File: config.mk
export PLATFORM = sky130hd
export DESIGN_NAME = bit_branch_exec
export DESIGN_NICKNAME = d
export VERILOG_FILES = /design/src/design/bit_branch_pkg.sv /design/src/design/quarter_gen.sv /design/src/design/bit_branch_exec.sv
export VERILOG_INCLUDE_DIRS = /design/src /design/src/design
export SDC_FILE = /design/constraint.sdc
export NUM_CORES = 1
export LEC_CHECK = 0
export BUFFER_PORTS_ARGS = -buffer_cell sky130_fd_sc_hd__buf_2
export CORE_MARGIN = 10
export CORE_UTILIZATION = 53
export CTS_CLUSTER_SIZE = 14
export DETAILED_ROUTE_END_ITERATION = 8
export GPL_TIMING_DRIVEN = 0
export PLACE_DENSITY = 0.89
export SETUP_SLACK_MARGIN = 0.15
export SKIP_LAST_GASP = 1
export SLEW_MARGIN = 25
export SYNTH_ARGS = -nofsm -noshare
export SYNTH_HDL_FRONTEND = slang
export SYNTH_HIERARCHICAL = 1
export SYNTH_SLANG_ARGS = --single-unit
File: constraint.sdc
create_clock -name sys_clk_i -period 2.75 [get_ports sys_clk_i]
set_input_delay 0.55 -clock sys_clk_i [delete_from_list [all_inputs] [get_ports sys_clk_i]]
set_output_delay 0.55 -clock sys_clk_i [all_outputs]
set_load 0.005 [all_outputs]
File: src/design/bit_branch_map.svh
`ifndef BIT_BRANCH_MAP_SVH
`define BIT_BRANCH_MAP_SVH
`define TOGGLE_TOP_NIBBLE 4'h7
`define BRANCH_TOP_NIBBLE 4'he
`define BRANCH_ZERO_SUB 4'h0
`define BRANCH_OVF_SUB 4'h4
`define LITERAL_OFFSET_LIMIT 8'h5f
`define INSTR_STEP 21'h00_0002
`define PC_RESET 21'h00_0000
`define FILE_ADDR_RESET 12'h000
`define DATA_RESET 8'h00
`endif

File: src/design/bit_branch_pkg.sv
package bit_branch_pkg;
  typedef enum logic [1:0] {quarter_one, quarter_two, quarter_three, quarter_four} quarter_t;
  typedef enum logic [1:0] {op_none, bit_invert_op, branch_on_zero_op, branch_on_ovf_op} op_t;
  typedef struct packed {
    logic [11:0] addr;
    logic [7:0] data;
    logic we;
    logic re;
    logic idx;
  } mem_req_t;
  typedef struct packed {
    logic zero;
    logic ovf;
  } flags_t;
endpackage

File: src/design/quarter_gen.sv
`timescale 1ns/1ps
// ----------------------------------------
// Quarter phase sequencer of one instruction cycle.
// ----------------------------------------
module quarter_gen
  import bit_branch_pkg::*;
(
  input wire logic sys_clk_i,
  input wire logic rst_b_i,
  output quarter_t quarter_o
);
  quarter_t next_quarter;

  // Step through the four quarters in order and wrap.
  always_comb
  begin
    case (quarter_o)
      quarter_one: next_quarter = quarter_two;
      quarter_two: next_quarter = quarter_three;
      quarter_three: next_quarter = quarter_four;
      quarter_four: next_quarter = quarter_one;
      default: next_quarter = quarter_one;
    endcase
  end

  // Register the phase.
  always_ff @(posedge sys_clk_i or negedge rst_b_i)
  begin
    if (!rst_b_i)
      quarter_o <= quarter_one;
    else
      quarter_o <= next_quarter;
  end
endmodule

File: src/design/bit_branch_exec.sv
`timescale 1ns/1ps
// Function
// - Toggle instruction 0111 bbba ffffffff inverts only selected bit of the byte.
// - Bank flag clear selects the fixed quick-access bank for the file address.
// - Bank flag set joins bank select register with file address.
// - Flag clear, extended set on, address at most 95 means indexed literal offset.
// - Branch-on-zero 1110 0000 jumps only when zero flag is one.
// - Branch-on-overflow 1110 0100 jumps only when overflow flag set.
// - Offset is signed eight bits, doubled, added to program counter.
// - Taken target is instruction address plus two plus twice offset.
// - Branch is one word; one cycle untaken, two taken with a no-op slot.
module bit_branch_exec
  import bit_branch_pkg::*;
(
  input wire logic sys_clk_i,
  input wire logic rst_b_i,
  input wire logic [15:0] instr_i,
  input wire logic [20:0] instr_addr_i,
  input wire logic [3:0] bank_select_reg_i,
  input wire logic ext_set_en_i,
  input wire flags_t flags_i,
  input wire logic [7:0] mem_rdata_i,
  output mem_req_t mem_o,
  output logic [20:0] pc_o,
  output logic pc_load_o,
  output logic flush_o,
  output logic cycle_end_o,
  output logic [1:0] quarter_o
);
`include "bit_branch_map.svh"

  quarter_t quarter;
  op_t op;
  logic [7:0] rdata;
  logic nop_slot;
  logic taken;
  logic [20:0] target;
  mem_req_t next_mem;
  logic [20:0] next_pc;
  logic next_pc_load;
  logic next_flush;
  logic next_nop_slot;
  logic [7:0] next_rdata;

  quarter_gen u_quarter
  (
    .sys_clk_i(sys_clk_i),
    .rst_b_i(rst_b_i),
    .quarter_o(quarter)
  );

  // ----------------------------------------
  // Decode
  // ----------------------------------------
  // Classify the word; a no-op slot suppresses decode of the flushed word.
  always_comb
  begin
    op = op_none;
    if (!nop_slot)
    begin
      if (instr_i[15:12] == `TOGGLE_TOP_NIBBLE)
        op = bit_invert_op;
      else if (instr_i[15:8] == {`BRANCH_TOP_NIBBLE, `BRANCH_ZERO_SUB})
        op = branch_on_zero_op;
      else if (instr_i[15:8] == {`BRANCH_TOP_NIBBLE, `BRANCH_OVF_SUB})
        op = branch_on_ovf_op;
    end
  end

  // Branch condition and target; the fetch address plus one step plus twice the offset.
  always_comb
  begin
    taken = ((op == branch_on_zero_op) && flags_i.zero)
      || ((op == branch_on_ovf_op) && flags_i.ovf);
    target = instr_addr_i + `INSTR_STEP
      + {{12{instr_i[7]}}, instr_i[7:0], 1'b0};
  end

  // ----------------------------------------
  // Execute per quarter
  // ----------------------------------------
  // Flags are never driven from here, so all three leave the status untouched.
  always_comb
  begin
    next_mem = mem_o;
    next_mem.we = 1'b0;
    next_mem.re = 1'b0;
    next_pc = pc_o;
    next_pc_load = 1'b0;
    next_flush = flush_o;
    next_nop_slot = nop_slot;
    next_rdata = rdata;
    case (quarter)
      quarter_one:
      begin
        // Address resolves a quarter ahead so the read lands in the second quarter.
        if (op == bit_invert_op)
        begin
          next_mem.re = 1'b1;
          next_mem.idx = 1'b0;
          if (instr_i[8])
            next_mem.addr = {bank_select_reg_i, instr_i[7:0]};
          else if (ext_set_en_i && (instr_i[7:0] <= `LITERAL_OFFSET_LIMIT))
          begin
            next_mem.addr = {4'h0, instr_i[7:0]};
            next_mem.idx = 1'b1;
          end
          else if (instr_i[7])
            next_mem.addr = {4'hf, instr_i[7:0]};
          else
            next_mem.addr = {4'h0, instr_i[7:0]};
        end
      end
      quarter_two:
        next_rdata = mem_rdata_i;
      quarter_three:
      begin
        if (op == bit_invert_op)
        begin
          next_mem.data = rdata ^ (8'h01 << instr_i[11:9]);
          next_mem.we = 1'b1;
        end
      end
      quarter_four:
      begin
        // A taken branch writes the counter here and burns the next cycle.
        next_nop_slot = taken;
        next_flush = taken;
        if (taken)
        begin
          next_pc = target;
          next_pc_load = 1'b1;
        end
      end
      default: next_rdata = rdata;
    endcase
  end

  // Register state and outputs.
  always_ff @(posedge sys_clk_i or negedge rst_b_i)
  begin
    if (!rst_b_i)
    begin
      mem_o <= '{addr: `FILE_ADDR_RESET, data: `DATA_RESET, we: 1'b0, re: 1'b0, idx: 1'b0};
      pc_o <= `PC_RESET;
      pc_load_o <= 1'b0;
      flush_o <= 1'b0;
      nop_slot <= 1'b0;
      rdata <= `DATA_RESET;
      cycle_end_o <= 1'b0;
      quarter_o <= 2'b00;
    end
    else
    begin
      mem_o <= next_mem;
      pc_o <= next_pc;
      pc_load_o <= next_pc_load;
      flush_o <= next_flush;
      nop_slot <= next_nop_slot;
      rdata <= next_rdata;
      cycle_end_o <= (quarter == quarter_four);
      quarter_o <= quarter;
    end
  end

  // ----------------------------------------
  // Checks
  // ----------------------------------------
  property p_toggle_write;
    @(posedge sys_clk_i) disable iff (!rst_b_i)
    (quarter == quarter_three && op == bit_invert_op)
    |=> (mem_o.we && ((mem_o.data ^ rdata) == (8'h01 << $past(instr_i[11:9]))));
  endproperty
  a_toggle_write: assert property (p_toggle_write) else $error("toggle wrong bit");

  property p_bank_flag;
    @(posedge sys_clk_i) disable iff (!rst_b_i)
    (quarter == quarter_one && op == bit_invert_op && instr_i[8])
    |=> (mem_o.addr == {$past(bank_select_reg_i), $past(instr_i[7:0])});
  endproperty
  a_bank_flag: assert property (p_bank_flag) else $error("banked address wrong");

  property p_access_bank;
    @(posedge sys_clk_i) disable iff (!rst_b_i)
    (quarter == quarter_one && op == bit_invert_op && !instr_i[8] && !ext_set_en_i)
    |=> (!mem_o.idx && mem_o.addr[7:0] == $past(instr_i[7:0]));
  endproperty
  a_access_bank: assert property (p_access_bank) else $error("access bank wrong");

  property p_literal;
    @(posedge sys_clk_i) disable iff (!rst_b_i)
    (quarter == quarter_one && op == bit_invert_op && !instr_i[8] && ext_set_en_i
      && instr_i[7:0] <= `LITERAL_OFFSET_LIMIT) |=> mem_o.idx;
  endproperty
  a_literal: assert property (p_literal) else $error("literal offset missed");

  property p_zero_branch;
    @(posedge sys_clk_i) disable iff (!rst_b_i)
    (quarter == quarter_four && op == branch_on_zero_op) |=> (pc_load_o == $past(flags_i.zero));
  endproperty
  a_zero_branch: assert property (p_zero_branch) else $error("zero branch wrong");

  property p_ovf_branch;
    @(posedge sys_clk_i) disable iff (!rst_b_i)
    (quarter == quarter_four && op == branch_on_ovf_op) |=> (pc_load_o == $past(flags_i.ovf));
  endproperty
  a_ovf_branch: assert property (p_ovf_branch) else $error("overflow branch wrong");

  property p_target;
    @(posedge sys_clk_i) disable iff (!rst_b_i)
    (quarter == quarter_four && taken)
    |=> (pc_o == $past(instr_addr_i) + `INSTR_STEP
      + (21'($signed($past(instr_i[7:0]))) << 1));
  endproperty
  a_target: assert property (p_target) else $error("branch target wrong");

  property p_offset;
    @(posedge sys_clk_i) disable iff (!rst_b_i)
    1'b1 |-> (target - instr_addr_i - `INSTR_STEP)
      == 21'({{13{instr_i[7]}}, instr_i[7:0]} << 1);
  endproperty
  a_offset: assert property (p_offset) else $error("offset scaling wrong");

  property p_nop_slot;
    @(posedge sys_clk_i) disable iff (!rst_b_i)
    pc_load_o |-> (nop_slot && op == op_none)[*4];
  endproperty
  a_nop_slot: assert property (p_nop_slot) else $error("no-op slot missing");

  property p_write_quarter;
    @(posedge sys_clk_i) disable iff (!rst_b_i)
    mem_o.we |-> (quarter == quarter_four);
  endproperty
  a_write_quarter: assert property (p_write_quarter) else $error("write outside cycle");
endmodule

==> summary.txt, run 1 <==
Timing
  • Worst-Margin Slew: around 760 ps
  • Worst Slack Setup Final: roughly 210 ps
  • Worst Skew: roughly 11 ps
  • Final hold violations: 0
  • Post-layout min period: 2540 ps
  • RSZ-0062 raised after global routing: no
  • Tightest slew margin relative to the limit: between 40% and 50%
  • Tcrit/Tclk final: 92.3%
  • Slew Viols, Final: 0
  • Fmax: 394 MHz
  • Final Setup Violations: 0

Final layout
  • Nets@finish: 589
  • Post-Layout Inst Area: 4660 sq um
  • Finished Layout Cells: 596
  • Core Util, Final: 68.5%
  • Area Overhead vs Synth: 25.7%
  • Fillcell total: 534
  • Layout cell share with drive strength beyond 1: 31.4%
  • Diode count: 0

Clock network
  • Clk slew on worst S/H paths: about 70 ps
  • CTS Buffer Depth: 2
  • Root Buffer: clkbuf_8
  • TritonCTS clock tree: done
  • Total CTS buffers: 9
  • Clk_lat worst skew: 340 ps
  • H-tree Lvls: 3
  • Clock Sinks: 59

Floorplanning
  • Initial core utilization: a little over half
  • Die height: 104 microns
  • Row cnt: 30
  • Die Wd: 104 microns
  • IO Pins: 103
  • Core ar.: ~6800 sq um
  • DIE AREA: 10,700 sq um

Logic synthesis
  • Syn Nets: 478
  • Mean Syn Cell Area: around 9.6 sq um
  • Number of synthesized flops with an enable pin: 0
  • Top cell type's share of synthesized area: 39.9%
  • Yosys top cell by area: dfrtp_1
  • Async SR Flop Fraction: 100%
  • Synth cell types: between 50 and 60
  • Synth warn: 6
  • Seq cells post-synth: 59
  • Seq/Total Area, Yosys: 39.9%
  • Synthesized instance count: 384
  • Mapped Area: 3700 sq um
  • Most used DFF post-synth: dfrtp_1
  • Largest cells by area after synthesis: dfrtp_1 40%, ha_1 13%, mux2_2 5.2%

Critical path
  • Crit path buf inv count: 2
  • Worst r2r src: u_quarter/quarter_o[1]
  • Worst EP required: 3000 ps
  • Critical Path Stages: 9
  • Worst path cell trace: buf_4 -> ha_1 -> ha_1 -> clkbuf_1 -> and3_1 -> a211oi_2 -> a2bb2oi_1 -> o21a_1 -> o31ai_1
  • CP delay by family, top: compound AO/OA/AOI/OAI gates
  • Worst r2r dst: pc_o[19]
  • Critical path peak fanout: 16
  • Worst setup startpoint: instr_i[7]
  • FF-to-FF setup slack: ~400 ps
  • Setup CP Type: in2reg
  • R2R cell count: 7
  • Critical Path AT: between 2000 and 3000 ps
  • Most used cell, CP: ha_1
  • Largest stage delay on the critical path: about 340 ps
  • Crit-path slowest cell: ha_1
  • Crit end category: register
  • Startpoint types: input port

Pwr
  • Power per standard cell area: around 510 nW/um^2
  • Worst VDD drop: 334 uV
  • Leakage: between 0.002 and 0.0025 uW

Placement
  • Port-buffer cells: 99
  • Pre-CTS setup slack: -551 ps
  • Post-DP Area: about 4300 sq um
  • Final HPWL DP: approximately 8200 microns
  • Placed Cells: 579
  • GPL Wtd Cong: 0.965

Flow run
  • # Max-Cap Violations: 0

Outcome
  • Status: finished, final reports clean

Global route
  • Number of global-route vias before repair: 3,622
  • Largest net degree at the start of global routing: 60
  • Initial antenna violation count: 0
  • Remaining Overflow, GRT: 0
  • First-pass GRT wire length: 17,700 microns
  • Total track usage: 20.0%

Detailed routing
  • Vias/cell: 5.93
  • Drc violations: 0
  • Wirelength, routed: 11,200 microns
  • Routed Antenna Nets: 0
  • Iteration count of the initial detailed-routing pass: 5
  • DR WL/cell: around 19 microns
  • Via count: 3,537
  • Initial drt markers: about 240

Min path
  • Worst min-delay path category: in2async
power breakdown:
group / total, uW / internal, uW / switching, uW / leakage (uW)
combinational: 595 / 248 / 347 / 0.00149
sequential: 966 / 930 / 35.4 / 0.000772
clock: 821 / 467 / 354 / 0.000106
how the worst max path moves through the flow:
stage	end	slack [ps]
floorplan	pc_o[19]	180
global placement	pc_o[19]	-440
detailed placement	pc_o[19]	-550
CTS	pc_o[19]	140
global route	pc_o[19]	160
finish	pc_o[17]	210
synth_stat cells (8+ instances only):
library cell,n
mux2_2,17
inv_1,16
xnor2_1,8
a21oi_1,22
nand3_1,14
nor2_1,18
o21ai_0,25
nand2_1,44
clkbuf_1,14
ha_1,39
dfrtp_1,59
sequential cells by signal, indices dropped and copies added (netlist names):
register	count
u_quarter/quarter_o	2
mem_o	23
quarter_o	2
rdata	8
cycle_end_o	1
flush_o	1
pc_o	21
pc_load_o	1
routing by layer:
| layer | global-route usage (%) | up-vias | wire length (microns) |
|---|---|---|---|
| met1 | 22.7 | 1668 | 4380 |
| met3 | 6.07 | 51 | 1020 |
| met2 | 32.7 | 190 | 5340 |
| met5 | 0 | - | 0 |
| met4 | 11.4 | 0 | 455 |
| li1 | - | 1628 | - |
cells by family (layout without fill, tap and decap cells):
group	count (synthesis)	count (layout)	share of synthesized area (%)
xor gates and xnor gates	15	15	3.55
DFF	59	59	39.9
buffers and inverters	35	151	3.88
muxes	18	18	5.44
and+or+nand+nor	124	124	17.1
adders and majority gates	40	40	13.7
AOI/OAI and AO/OA	93	93	16.4
area by class of cell:
cell class / instances / area [sq um] / area share, %
buffer: 19 / 87.6 / 1.88
clock buffer: 12 / 155 / 3.33
clock inverter: 4 / 48.8 / 1.05
inverter: 16 / 60.1 / 1.29
multi-input combinational: 290 / 2200 / 47.3
sequential: 59 / 1480 / 31.7
tap: 96 / 120 / 2.58
timing repair buffer: 100 / 508 / 10.9
cell usage in the layout (no fill, tap or decap), types with 2 or more instances in the layout:
cell type / instances
nor3b_1: 3
nand3b_1: 5
mux2_2: 17
nor2_1: 18
a211oi_1: 4
clkbuf_8: 11
buf_2: 101
a211oi_2: 2
buf_4: 3
o311a_1: 2
or3_1: 2
o21a_1: 5
o21ai_0: 24
ha_1: 39
o31ai_1: 4
a22oi_1: 2
inv_1: 16
clkinv_2: 2
nor3_1: 7
nor4_4: 2
clkbuf_1: 12
xor2_1: 7
nor4b_1: 3
xnor2_1: 8
a21o_1: 5
nand3_1: 13
dfrtp_1: 59
o311ai_0: 4
and2_1: 3
nor2b_1: 4
or4_1: 3
a21oi_1: 19
a21oi_2: 3
o2111ai_1: 2
nand2_1: 44
and3_1: 4
clkbuf_2: 3
metrics by stage:
stage	total power, uW	hold slack, ps	TNS [ps]
floorplan	1310	254	0
global placement	1490	457	-2680
detailed placement	1520	464	-3590
CTS	2360	316	0
global route	2500	337	0
finish	2380	271	0
worst register-to-register path, cell delays in order, from the launching register on:
cell       delay, ps
dfrtp_1          490
nand4bb_1        160
or4_4            570
buf_2            210
clkbuf_1         270
nor3_1           300
o311ai_0         190
nand3_1          100
what timing repair did:
item,CTS,global route
hold buffers,0,0
pin swaps,0,1
endpoints found under the setup margin,10,12
setup buffers,0,1
resized for setup,8,16
Power figures use the tool's default switching activity.
==> run 2: changes to the inputs <==
- CORE_UTILIZATION: 53 -> 54
- CTS_BUF_LIST: not set -> sky130_fd_sc_hd__clkbuf_2
- PLACE_DENSITY: 0.89 -> 0.9
==> summary.txt, run 2 (same netlist as run 1, synthesis figures left out) <==
Final layout
  • Post-Layout Inst Area: 4480 sq um (-3.8%)
  • Largest Register: mem_o
  • Diode count: 0 (unchanged)
  • Layout cell share with drive strength beyond 1: 28.9% (-2.5 points)
  • Commonest non-fill, non-tap cell in the layout: buf_2
  • Nets@finish: 588 (-0.17%)
  • Commonest cells after routing, fill and taps aside: 101 x buf_2, 59 x dfrtp_1, 44 x nand2_1
  • Area Overhead vs Synth: 20.9%
  • Finished Layout Cells: 579 (-2.9%)
  • Max FFs per register: 23 (unchanged)
  • Top Registers: mem_o x23, pc_o x21, rdata x8

Floorplanning
  • Core ar.: 6720 sq um (-1.1%)
  • IO Pins: 103 (unchanged)
  • Die height: 103 microns (-0.75%)
  • DIE AREA: 10,600 sq um (-1.5%)
  • Die Wd: 103 microns (-0.75%)
  • Initial core utilization: 55.1% (+0.61 points)
  • Row cnt: 30 (unchanged)

Timing
  • Post-layout min period: 2500 ps (-39.5 ps)
  • Tcrit/Tclk final: 90.8% (-1.4 points)
  • Final hold violations: 0 (unchanged)
  • Final Setup Violations: 0 (unchanged)
  • RSZ-0062 raised after global routing: yes
  • Slew Viols, Final: 0 (unchanged)
  • Tightest slew margin relative to the limit: 50.3% (+1.1 points)
  • Fmax: 400 MHz (+1.6%)
  • Worst Skew: 33.4 ps (+22.5 ps)
  • Worst-Margin Slew: 746 ps (-16.6 ps)

Detailed routing
  • Vias/cell: 5.75 (-3.1%)
  • Iteration count of the initial detailed-routing pass: 4 (-1)
  • DR WL/cell: 17.2 microns (-8.3%)
  • Wirelength, routed: 9970 microns (-11%)
  • Drc violations: 0 (unchanged)
  • Via count: 3,329 (-5.9%)
  • Routed Antenna Nets: 0 (unchanged)
  • Initial drt markers: 171 (-30%)

Clock network
  • Total CTS buffers: 9 (unchanged)
  • Clk slew on worst S/H paths: 200 ps (+130 ps)
  • Clock Sinks: 59 (unchanged)
  • Clk_lat worst skew: 510 ps (+170 ps)
  • TritonCTS clock tree: done
  • CTS Buffer Depth: 2 (unchanged)
  • H-tree Lvls: 3 (unchanged)
  • Root Buffer: clkbuf_2

Flow run
  • # Max-Cap Violations: 0 (unchanged)

Pwr
  • Leakage: 0.00230 uW (-2.9%)
  • Power per standard cell area: 478 nW/um^2 (-6.6%)
  • Total power draw: 2140 uW (-10%)
  • Worst VDD drop: 338 uV (+1.1%)

Global route
  • Number of global-route vias before repair: 3,363 (-7.2%)
  • Initial antenna violation count: 0 (unchanged)
  • Remaining Overflow, GRT: 0 (unchanged)
  • Largest net degree at the start of global routing: 60 (unchanged)
  • First-pass GRT wire length: 15,800 microns (-11%)
  • Total track usage: 19.1% (-0.90 points)

Placement
  • Post-DP Area: 4320 sq um (-0.46%)
  • Placed Cells: 563 (-2.8%)
  • Port-buffer cells: 99 (unchanged)
  • GPL Wtd Cong: 0.930 (-3.7%)
  • Final HPWL DP: 7850 microns (-4.7%)

Min path
  • Worst min-delay path category: in2async

Outcome
  • Status: finished, final reports clean

Critical path
  • Startpoint types: input port
  • Critical path peak fanout: 16 (unchanged)
  • FF-to-FF setup slack: 430 ps (+30 ps)
  • Crit end category: register
  • Critical Path AT: 2910 ps (+130 ps)
  • Worst EP required: 3170 ps (+170 ps)
  • Setup CP Type: in2reg
[run 2: power by group]
| part | total (uW) | switching [uW] | internal (uW) |
|---|---|---|---|
| combinational | 540 | 306 | 234 |
| clock | 636 | 339 | 297 |
| sequential | 964 | 34.1 | 930 |
| total | 2140 | 679 | 1460 |
[run 2: layout make-up]
type                    instances  area (sq um)
plain buffers                  19          85.1
clock buffers                   9          45.0
fillers                       524          2240
multi-input cells             290          2120
inverters                      16          60.1
clock inverters                 7          92.6
flip-flops and latches         59          1480
well taps                      80           100
repair buffers                 99           500
[run 2: final timing paths]
| path | startpoint | to | cells after the start |
|---|---|---|---|
| worst max-delay path | instr_i[7] | pc_o[16] | 9 |
| worst min-delay path | rst_b_i | pc_o[12] | 1 |
| worst max register to register | u_quarter/quarter_o[1] | pc_o[12] | 6 |
| worst min register to register | mem_o[10] | mem_o[10] | 2 |
| max in group asynchronous | rst_b_i | mem_o[18] | 1 |
| min in group sys_clk_i | instr_addr_i[0] | pc_o[0] | 3 |
[run 2: stage by stage]
| stage | hold slack [ps] | TNS (ps) | util (%) | worst slack, ps |
|---|---|---|---|---|
| 4_1_cts | 68.8 | 0 | 66.4 | 154 |
| 6_report | 75.3 | 0 | 66.7 | 252 |
| 2_1_floorplan | 254 | 0 | - | 179 |
| 3_5_place_dp | 461 | -3060 | 64.3 | -480 |
| 3_3_place_gp | 456 | -2750 | 64.3 | -467 |
| 5_1_grt | 95.4 | 0 | 66.7 | 98.5 |
[run 2: timing repair]
| action | CTS | global route |
|---|---|---|
| hold buffers | 0 | 0 |
| gates resized for setup | 1 | 4 |
| endpoints found under the setup margin | 3 | 7 |
| setup buffers | 0 | 0 |
[run 2: worst max-delay path, cell delays in order]
cell and delay, ps:
clkbuf_4 220, ha_1 340, ha_1 270, clkbuf_1 250
and3_1 250, nand3_1 230, a2111oi_4 460, nor4_1 90
o31ai_1 250
[run 2: routing by layer]
layer / up-vias / part of all wire [%] / track usage, %
li1: 1624 / - / -
met1: 1553 / 41 / 22.4
met2: 128 / 47 / 30.6
met3: 24 / 9.2 / 6.23
met4: 0 / 2.5 / 9.95
met5: - / 0 / 0
